### src/hcm_map.vh
// Register offsets, command and indication codes for the host command mailbox
`ifndef HCM_MAP_VH
`define HCM_MAP_VH

`define HCM_ADDR_W        12
`define HCM_OFF_HCODE     12'h000
`define HCM_OFF_HBUSY     12'h004
`define HCM_OFF_HGENL     12'h008
`define HCM_OFF_HGENH     12'h00c
`define HCM_OFF_ICODE     12'h010
`define HCM_OFF_IBUSY     12'h014
`define HCM_OFF_IGENL     12'h018
`define HCM_OFF_IGENH     12'h01c
`define HCM_OFF_STAT      12'h020
`define HCM_BLK_HDATA     5'h01
`define HCM_BLK_IDATA     5'h02

`define HCM_NDATA_FULL    6'h20
`define HCM_NDATA_SPLIT   6'h10

`define HCM_CMD_START     8'h55
`define HCM_CMD_FINISH    8'h1f
`define HCM_CMD_PROG_HI   4'ha
`define HCM_CMD_DATA_HI   4'he
`define HCM_CMD_REG_WR    8'h01
`define HCM_CMD_REG_RD    8'h02
`define HCM_CMD_CFG_CH    8'h03
`define HCM_CMD_CFG_ML    8'h14

`define HCM_IND_PROG_RDY  8'h1f
`define HCM_IND_DATA_RDY  8'hef
`define HCM_IND_ERR_HI    6'h1c
`define HCM_IND_FW        8'h00
`define HCM_IND_REG_RD    8'h01
`define HCM_IND_CFG_DONE  8'h02

`define HCM_PH_PROG       2'h0
`define HCM_PH_DATA       2'h1
`define HCM_PH_INIT       2'h2

`endif

### src/hcm_mailbox.v
// Host command mailbox: APB host side, internal processor side, boot sequencing
//
// Chosen here: the register offsets and the APB interface to the registers.
`timescale 1ns/1ns
`include "hcm_map.vh"

module hcm_mailbox #(
  parameter CFG_READ_BIT = 0
) (
  input  wire        pclk,
  input  wire        presetn,
  input  wire        ce,
  input  wire        psel,
  input  wire        penable,
  input  wire        pwrite,
  input  wire [11:0] paddr,
  input  wire [31:0] pwdata,
  input  wire [3:0]  pstrb,
  output reg  [31:0] prdata,
  output wire        pready,
  output wire        pslverr,
  input  wire        dma_mode,
  output wire        dev_cmd_irq,
  input  wire        dev_cmd_done,
  output wire [7:0]  dev_host_code,
  output wire [7:0]  dev_host_genl,
  output wire [7:0]  dev_host_genh,
  input  wire [4:0]  dev_hdata_idx,
  output reg  [15:0] dev_hdata,
  output wire        dec_start_boot,
  output wire        dec_finish_boot,
  output wire        dec_prog_wr,
  output wire        dec_data_wr,
  output wire [3:0]  dec_boot_count,
  output wire        dec_boot_count_bad,
  output wire        dec_reg_wr,
  output wire        dec_reg_rd,
  output wire        dec_cfg_ch,
  output wire        dec_cfg_ml,
  output wire [31:0] cfg_word,
  output wire [7:0]  ml_mode,
  output wire [15:0] ml_norm_addr,
  output wire [15:0] ml_bcast_addr,
  output wire        sub_port,
  output wire [2:0]  sub_ch_2m,
  output wire [3:0]  sub_ch_4m,
  output wire [1:0]  exp_sel,
  output wire [2:0]  exp_ch,
  output wire        exp_sel_bad,
  input  wire        dev_ind_we,
  input  wire [4:0]  dev_ind_idx,
  input  wire [15:0] dev_ind_data,
  input  wire        dev_ind_gen_we,
  input  wire [7:0]  dev_ind_genl,
  input  wire [7:0]  dev_ind_genh,
  input  wire        dev_ind_code_we,
  input  wire [7:0]  dev_ind_code,
  input  wire [15:0] dev_fw_version,
  input  wire        dev_boot_err,
  input  wire [1:0]  dev_boot_err_code,
  output wire        ind_busy,
  output reg         dev_ind_refused,
  output wire [1:0]  boot_phase
);

  // Host-to-device mailbox
  reg  [7:0]  hcode_r;
  reg         hbusy_r;
  reg  [7:0]  hgenl_r;
  reg  [7:0]  hgenh_r;
  reg  [15:0] hdata_r [0:31];
  // Device-to-host mailbox
  reg  [7:0]  icode_r;
  reg         ibusy_r;
  reg  [7:0]  igenl_r;
  reg  [7:0]  igenh_r;
  reg  [15:0] idata_r [0:31];
  // Boot sequencing and pending automatic indications
  reg  [1:0]  phase_r;
  reg         post_pend_r;
  reg         err_pend_r;
  reg  [1:0]  err_code_r;
  reg         cfg_rd_pend_r;
  wire        acc;
  wire        wr;
  wire        setup;
  wire [4:0]  blk;
  wire [4:0]  widx;
  wire        idx_ok;
  wire        hit_hdata;
  wire        hit_idata;
  reg         reg_hit;
  reg         wr_refuse;
  wire        h_wr_code;
  wire        h_wr_genl;
  wire        h_wr_genh;
  wire        h_wr_data;
  wire        h_clr_ibusy;
  wire        auto_post;
  reg  [7:0]  auto_code;
  wire        dev_code_ok;
  wire        dev_post;
  wire        cmd_finish_done;
  integer     i;

  // Merge a write into a 16-bit register under the two low byte strobes
  function [15:0] merge16;
    input [15:0] old;
    input [15:0] nw;
    input [1:0]  strb;
    begin
      merge16 = {strb[1] ? nw[15:8] : old[15:8], strb[0] ? nw[7:0] : old[7:0]};
    end
  endfunction

  // Data word index legal for the current mailbox size
  function idx_legal;
    input [4:0] idx;
    input       dma;
    begin
      idx_legal = ({1'b0, idx} < (dma ? `HCM_NDATA_SPLIT : `HCM_NDATA_FULL));
    end
  endfunction

  // APB phase decode; a low clock enable holds the access in wait
  assign acc   = psel & penable & ce;
  assign setup = psel & ~penable & ce;
  assign wr    = acc & pwrite;
  assign pready = ce;
  assign blk   = paddr[11:7];
  assign widx  = paddr[6:2];
  assign idx_ok = idx_legal(widx, dma_mode);
  assign hit_hdata = (blk == `HCM_BLK_HDATA) & idx_ok;
  assign hit_idata = (blk == `HCM_BLK_IDATA) & idx_ok;
  // Address decode for the single registers
  always @*
  begin
    case (paddr)
      `HCM_OFF_HCODE, `HCM_OFF_HBUSY, `HCM_OFF_HGENL, `HCM_OFF_HGENH,
      `HCM_OFF_ICODE, `HCM_OFF_IBUSY, `HCM_OFF_IGENL, `HCM_OFF_IGENH,
      `HCM_OFF_STAT: reg_hit = 1'b1;
      default:       reg_hit = hit_hdata | hit_idata;
    endcase
  end

  always @*
  begin
    wr_refuse = 1'b0;
    if (hbusy_r && (paddr == `HCM_OFF_HCODE || paddr == `HCM_OFF_HGENL ||
        paddr == `HCM_OFF_HGENH || hit_hdata))
      wr_refuse = 1'b1;
    if (paddr == `HCM_OFF_HBUSY || paddr == `HCM_OFF_ICODE || paddr == `HCM_OFF_IGENL ||
        paddr == `HCM_OFF_IGENH || paddr == `HCM_OFF_STAT || hit_idata)
      wr_refuse = 1'b1;
  end

  // Unmapped accesses, and writes to read-only or busy-blocked registers, answer with an error
  assign pslverr = acc & (~reg_hit | (pwrite & wr_refuse));
  assign h_wr_code   = wr & ~wr_refuse & (paddr == `HCM_OFF_HCODE) & pstrb[0];
  assign h_wr_genl   = wr & ~wr_refuse & (paddr == `HCM_OFF_HGENL) & pstrb[0];
  assign h_wr_genh   = wr & ~wr_refuse & (paddr == `HCM_OFF_HGENH) & pstrb[0];
  assign h_wr_data   = wr & ~wr_refuse & hit_hdata;
  // Writing zero to the busy bit releases the indication mailbox
  assign h_clr_ibusy = wr & (paddr == `HCM_OFF_IBUSY) & pstrb[0] & ~pwdata[0];
  // Read data captured in the setup cycle so prdata comes from a flop
  always @(posedge pclk or negedge presetn)
  begin
    if (!presetn)
      prdata <= 32'h0000_0000;
    else if (setup && !pwrite)
    begin
      case (paddr)
        `HCM_OFF_HCODE: prdata <= {24'h00_0000, hcode_r};
        `HCM_OFF_HBUSY: prdata <= {31'h0000_0000, hbusy_r};
        `HCM_OFF_HGENL: prdata <= {24'h00_0000, hgenl_r};
        `HCM_OFF_HGENH: prdata <= {24'h00_0000, hgenh_r};
        `HCM_OFF_ICODE: prdata <= {24'h00_0000, icode_r};
        `HCM_OFF_IBUSY: prdata <= {31'h0000_0000, ibusy_r};
        `HCM_OFF_IGENL: prdata <= {24'h00_0000, igenl_r};
        `HCM_OFF_IGENH: prdata <= {24'h00_0000, igenh_r};
        `HCM_OFF_STAT:  prdata <= {28'h000_0000, cfg_rd_pend_r, dma_mode, phase_r};
        default:
        begin
          if (hit_hdata)
            prdata <= {16'h0000, hdata_r[widx]};
          else if (hit_idata)
            prdata <= {16'h0000, idata_r[widx]};
          else
            prdata <= 32'h0000_0000;
        end
      endcase
    end
  end

  // Host mailbox: parameters, code and busy flag
  always @(posedge pclk or negedge presetn)
  begin
    if (!presetn)
    begin
      hcode_r <= 8'h00;
      hbusy_r <= 1'b0;
      hgenl_r <= 8'h00;
      hgenh_r <= 8'h00;
      for (i = 0; i < 32; i = i + 1)
        hdata_r[i] <= 16'h0000;
    end
    else if (ce)
    begin
      if (h_wr_genl)
        hgenl_r <= pwdata[7:0];
      if (h_wr_genh)
        hgenh_r <= pwdata[7:0];
      if (h_wr_data)
        hdata_r[widx] <= merge16(hdata_r[widx], pwdata[15:0], pstrb[1:0]);
      if (h_wr_code)
        hcode_r <= pwdata[7:0];
      // code write sets busy; set wins over a simultaneous done
      if (h_wr_code)
        hbusy_r <= 1'b1;
      else if (dev_cmd_done)
        hbusy_r <= 1'b0;
    end
  end

  // Host busy is the interrupt toward the internal processor
  assign dev_cmd_irq   = hbusy_r;
  assign dev_host_code = hcode_r;
  assign dev_host_genl = hgenl_r;
  assign dev_host_genh = hgenh_r;
  // Registered view of one host data word for the internal processor
  always @(posedge pclk or negedge presetn)
  begin
    if (!presetn)
      dev_hdata <= 16'h0000;
    else if (ce)
      dev_hdata <= hdata_r[dev_hdata_idx];
  end
  assign dec_start_boot     = (hcode_r == `HCM_CMD_START);
  assign dec_finish_boot    = (hcode_r == `HCM_CMD_FINISH);
  assign dec_prog_wr        = (hcode_r[7:4] == `HCM_CMD_PROG_HI);
  assign dec_data_wr        = (hcode_r[7:4] == `HCM_CMD_DATA_HI);
  assign dec_boot_count     = hcode_r[3:0];
  assign dec_boot_count_bad = (dec_prog_wr | dec_data_wr) & (hcode_r[3:0] == 4'h0);
  // register access; count in general low, address in data0
  assign dec_reg_wr = (hcode_r == `HCM_CMD_REG_WR);
  assign dec_reg_rd = (hcode_r == `HCM_CMD_REG_RD);
  assign dec_cfg_ch = (hcode_r == `HCM_CMD_CFG_CH);
  assign cfg_word   = {hdata_r[0][15:8], hdata_r[0][7:0], hdata_r[1][15:8], hdata_r[1][7:0]};
  assign dec_cfg_ml    = (hcode_r == `HCM_CMD_CFG_ML);
  assign ml_mode       = hdata_r[0][7:0];
  assign ml_norm_addr  = hdata_r[1];
  assign ml_bcast_addr = hdata_r[2];
  assign sub_port  = hgenl_r[3];
  assign sub_ch_2m = hgenl_r[2:0];
  assign sub_ch_4m = hgenl_r[3:0];
  assign exp_sel     = hgenl_r[4:3];
  assign exp_ch      = hgenl_r[2:0];
  assign exp_sel_bad = (hgenl_r[4:3] == 2'h3);
  // A finish-boot completion moves the boot phase on
  assign cmd_finish_done = ce & dev_cmd_done & hbusy_r & dec_finish_boot &
                           (phase_r != `HCM_PH_INIT);
  // Hardware indications take the mailbox first, when it is free
  assign auto_post = ~ibusy_r & (post_pend_r | err_pend_r);
  always @*
  begin
    if (err_pend_r)
      auto_code = {`HCM_IND_ERR_HI, err_code_r};
    else
    begin
      case (phase_r)
        `HCM_PH_PROG: auto_code = `HCM_IND_PROG_RDY;
        `HCM_PH_DATA: auto_code = `HCM_IND_DATA_RDY;
        default:      auto_code = `HCM_IND_FW;
      endcase
    end
  end

  assign dev_code_ok = (dev_ind_code != `HCM_IND_CFG_DONE) | cfg_rd_pend_r;
  assign dev_post    = dev_ind_code_we & ~ibusy_r & ~auto_post & dev_code_ok;
  always @(posedge pclk or negedge presetn)
  begin
    if (!presetn)
    begin
      phase_r       <= `HCM_PH_PROG;
      post_pend_r   <= 1'b1;
      err_pend_r    <= 1'b0;
      err_code_r    <= 2'h0;
      cfg_rd_pend_r <= 1'b0;
    end
    else if (ce)
    begin
      if (cmd_finish_done)
      begin
        phase_r     <= (phase_r == `HCM_PH_PROG) ? `HCM_PH_DATA : `HCM_PH_INIT;
        post_pend_r <= 1'b1;
      end
      else if (auto_post && !err_pend_r)
        post_pend_r <= 1'b0;
      // A new error wins over the one being posted this cycle
      if (dev_boot_err)
      begin
        err_pend_r <= 1'b1;
        err_code_r <= dev_boot_err_code;
      end
      else if (auto_post)
        err_pend_r <= 1'b0;
      if (ce && dev_cmd_done && hbusy_r && dec_cfg_ch && cfg_word[CFG_READ_BIT])
        cfg_rd_pend_r <= 1'b1;
      else if (dev_post && dev_ind_code == `HCM_IND_CFG_DONE)
        cfg_rd_pend_r <= 1'b0;
    end
  end

  assign boot_phase = phase_r;
  // Indication mailbox: parameters, code and busy flag
  always @(posedge pclk or negedge presetn)
  begin
    if (!presetn)
    begin
      icode_r <= 8'h00;
      ibusy_r <= 1'b0;
      igenl_r <= 8'h00;
      igenh_r <= 8'h00;
      dev_ind_refused <= 1'b0;
      for (i = 0; i < 32; i = i + 1)
        idata_r[i] <= 16'h0000;
    end
    else if (ce)
    begin
      if (dev_ind_gen_we && !ibusy_r)
      begin
        igenl_r <= dev_ind_genl;
        igenh_r <= dev_ind_genh;
      end
      if (dev_ind_we && !ibusy_r && idx_legal(dev_ind_idx, dma_mode))
        idata_r[dev_ind_idx] <= dev_ind_data;
      if (auto_post && !err_pend_r && phase_r == `HCM_PH_INIT)
        idata_r[0] <= dev_fw_version;
      if (auto_post)
        icode_r <= auto_code;
      else if (dev_post)
        icode_r <= dev_ind_code;
      if (auto_post || dev_post)
        ibusy_r <= 1'b1;
      else if (h_clr_ibusy)
        ibusy_r <= 1'b0;
      // Refused code writes pulse so firmware can retry
      dev_ind_refused <= dev_ind_code_we & ~dev_post;
    end
  end

  assign ind_busy = ibusy_r;
endmodule

### config.mk
export PLATFORM = sky130hd
export DESIGN_NAME = hcm_mailbox
export DESIGN_NICKNAME = d
export VERILOG_FILES = /design/src/hcm_mailbox.v
export VERILOG_INCLUDE_DIRS = /design/src
export SDC_FILE = /design/constraint.sdc
export NUM_CORES = 2
export LEC_CHECK = 0
export ABC_AREA = 1
export BUFFER_PORTS_ARGS = -buffer_cell sky130_fd_sc_hd__buf_4
export CAP_MARGIN = 20
export CELL_PAD_IN_SITES_DETAIL_PLACEMENT = 1
export CELL_PAD_IN_SITES_GLOBAL_PLACEMENT = 2
export CORE_ASPECT_RATIO = 0.9
export CORE_MARGIN = 1
export CORE_UTILIZATION = 36
export DETAILED_ROUTE_END_ITERATION = 10
export HOLD_SLACK_MARGIN = 0.06
export PLACE_DENSITY_LB_ADDON = 0.1
export SLEW_MARGIN = 20
export SYNTH_ARGS = -nofsm -noshare
export SYNTH_HDL_FRONTEND = slang
export SYNTH_SLANG_ARGS = --single-unit
### constraint.sdc
create_clock -name pclk -period 2.8 [get_ports pclk]
set_clock_uncertainty 0.1 [all_clocks]
set_input_delay 0.42 -clock pclk [delete_from_list [all_inputs] [get_ports pclk]]
set_output_delay 0.42 -clock pclk [all_outputs]
set_load 0.05 [all_outputs]
==> results.md <==
* Status: complete, no violations
* HP Class: in2async
* Top-level I/O count at between 300 and 400
* Initial antenna violation count at 1
* P per Cell Area at 536 mW/mm^2
* Syn_area_per_cell at 7.11 um^2
* Routed wire per std cell at 25.6 um
* Total number of vias at just over 60,000
* Final period util at 98.6%
* Placed insts at 10,670
* Mapped cell area at 0.0595 mm^2
* CP max-delay cell: dlygate4sd3_1
* Max frequency at 362 MHz
* Final routed DRC violation total at 0
* Crit start category: input port
* Worst stage delay on the critical path at 570 ps
* Register area share after synthesis at 46.8%
* Crit path DAT at 3390 ps
* Top cells by area, synth: dfrtp_1 47%, nand2_1 23%, o21ai_0 6.9%
* Syn-to-layout area delta at 22.3%
* Grt ovf at 0
* Die extent in x at between 400 and 500 um
* Top-area cell type share of the netlist area at 46.8%
* Fin nets at 8,869
* Post-synth top cells: 3,688 x nand2_1, 1,113 x dfrtp_1, 816 x o21ai_0
* Total Wirelength at 281,000 um
* GRT Overall Usage at 33.6%
* P_leak at 36.9 nW
* Critical Path, Cell by Cell: clkbuf_8 -> inv_16 -> buf_12 -> buf_4 -> o21ai_0 -> o22ai_1 -> nand2_1 -> nand2_1 -> nand2_1 -> nand3_1 -> dlygate4sd3_1 -> nand3_1 -> dlygate4sd3_1 -> nand2_1
* VDD IR-drop max at 0.470 mV
* Maxcap violations at 0
* First-pass GRT wire length at about 420,000 um
* Row count at 141
* Final antenna-violating net count at 0
* Port buffer count at around 270
* WHS at approximately 100 ps
* RSZ-0062 raised after global routing: no
* Starting Density at 36.3%
* HPWL Detailed at 190,000 um
* CP Class: in2reg
* Worst-Skew Late Latency at 800 ps
* DIE AREA at 0.167 mm^2
* FFs w/ async S/R, synth at 100%
* Core outline area at 0.164 mm^2
* Cell Count, Final, Fillers Out at 10,991
* Max_slew headroom at 49.7%
* Clock-pin slew on the worst setup and hold paths at 60 ps
* Clk sink count at approximately 1,100
* #FFs+latches synth at about 1,100
* Largest net degree at the start of global routing at 98
* Htree depth at 4
* Clock tree buffer depth at 3
* Yosys warning total at 0
* Buf/Inv on CP at 6
* Tmin final at around 2800 ps
* Multi-input logic area at about 0.027 mm^2
* Crit end category: flip-flop
* Avg Vias per Cell at approximately 5.5
* Endpoints failing setup at 0
* Final hold violation count at 0
* Sequential cell area at 0.0279 mm^2
* Fillers at a little over 20,000
* Synth unique cells at 43
* Worst Path Max Fanout at 45
* Final max-slew violation count at 0
* Worst-Margin Slew at 753 ps
* CTS root buf: clkbuf_16
* Number of antenna repair diodes at 0
* Share of post-route cells with drive strength above 1 at between 10% and 20%
* Crit-path leading delay family: buffers and inverters
* Synth area leader: dfrtp_1
* First-pass DRT Iterations at 6
* Count leader, synth: nand2_1
* Routability cong. at around 0.93
* Number of synthesized flops with an enable pin at 0
* Die Span Y at 388 um
* Initial DRC count at around 5,500
* Vias in the first global route at between 60,000 and 70,000
* CTS Buf Count at 138
* Cell mode on critical path: nand2_1
* Syn Inst Count at about 8,400
* Data required, critical path at 3430 ps
* CTS tree: yes
* Post-synth top flop: dfrtp_1
## state kept, by name, indices dropped and copies added (netlist names), 8 cells and up
signal and flops:
dev_host_genl 8, dev_hdata 16, cfg_word 16, dev_host_code 8, igenh_r 8, ml_bcast_addr 16, igenl_r 8, icode_r 8
idata_r 512, ml_norm_addr 16, hdata_r 464, dev_host_genh 8, prdata 16
## per-stage QoR
step	instance area (um^2)	power (mW)	worst slack (ps)	setup TNS (ps)	util, %
floorplan	59600	18.1	-289	-673	-
global placement	67500	20.7	-217	-22570	41.1
detailed placement	67500	20.7	-234	-39030	41.1
CTS	72700	39.3	1.19	0	44.3
global route	72800	40.0	4.05	0	44.4
finish	72800	39.0	39.1	0	44.4
## power by group
| part | internal (mW) | switching (mW) | total [mW] |
|---|---|---|---|
| sequential | 16.2 | 0.0529 | 16.2 |
| combinational | 1.21 | 3.10 | 4.31 |
| clock | 10.7 | 7.80 | 18.5 |
## logic make-up (layout without fill, tap and decap cells)
logic type	after synthesis	count (layout)	synth area share (%)
AOI/OAI and AO/OA	1069	1069	9.28
buffers and inverters	922	1382	7.23
DFF	1114	1114	46.8
muxes	13	13	0.246
other	1	16	0.00630
and+or+nand+nor	5252	5252	36.4
## cell usage in the layout, fill, tap and decap left out, types with 9 or more instances in the layout
cell | Yosys | layout
a21oi_1 | 121 | 120
buf_12 | 1 | 173
buf_4 | 140 | 707
clkbuf_1 | 330 | 32
clkbuf_16 | 0 | 140
clkbuf_8 | 0 | 37
clkinv_2 | 0 | 19
conb_1 | 1 | 16
dfrtp_1 | 1113 | 1112
dlygate4sd3_1 | 0 | 70
inv_1 | 169 | 164
inv_2 | 11 | 11
mux2_2 | 13 | 13
nand2_1 | 3688 | 3686
nand2_2 | 10 | 11
nand3_1 | 800 | 800
nand4_1 | 107 | 107
nand4_2 | 15 | 15
nand4_4 | 17 | 17
nor2_1 | 551 | 550
nor2_4 | 9 | 10
nor3_1 | 21 | 19
o21ai_0 | 816 | 815
o21ai_1 | 8 | 9
o22ai_1 | 111 | 111
## routing by layer
metal	track usage, %	vias to the layer above	routed length [um]
li1	-	27546	-
met1	46.1	30595	124000
met2	53.7	1887	129000
met3	3.79	490	15000
met4	14.3	0	12900
met5	0	-	0
## timing repair
action | 4_1_cts | 5_1_grt
setup endpoints to repair | 3 | 5
setup buffers | 1 | 5
hold buffers | 70 | 0
pin swaps | 0 | 2
resized for setup | 2 | 8
endpoints found under the hold margin | 398 | 0
gates cloned | 0 | 0
## worst paths after layout
| kind | startpoint | to | slack [ps] | depth (start not counted) |
|---|---|---|---|---|
| hold / removal | presetn | hdata_r[388] | 100 | 2 |
| min in group pclk | dev_ind_data[4] | idata_r[180] | 110 | 4 |
| max in group asynchronous | presetn | idata_r[429] | 1380 | 3 |
| setup / recovery | dev_hdata_idx[0] | dev_hdata[6] | 40 | 14 |
| hold reg to reg | hdata_r[274] | hdata_r[274] | 380 | 2 |
| setup reg to reg | hdata_r[230] | dev_hdata[6] | 110 | 11 |
## layout make-up
cell class / instances / area share (%)
flip-flops and latches: 1114 / 38.3
multi-input cells: 6350 / 37.7
repair buffers: 954 / 13.1
clock buffers: 208 / 5.66
well taps: 2145 / 3.69
inverters: 183 / 0.995
clock inverters: 37 / 0.595
Note: power is estimated with default switching activity, not from simulation.
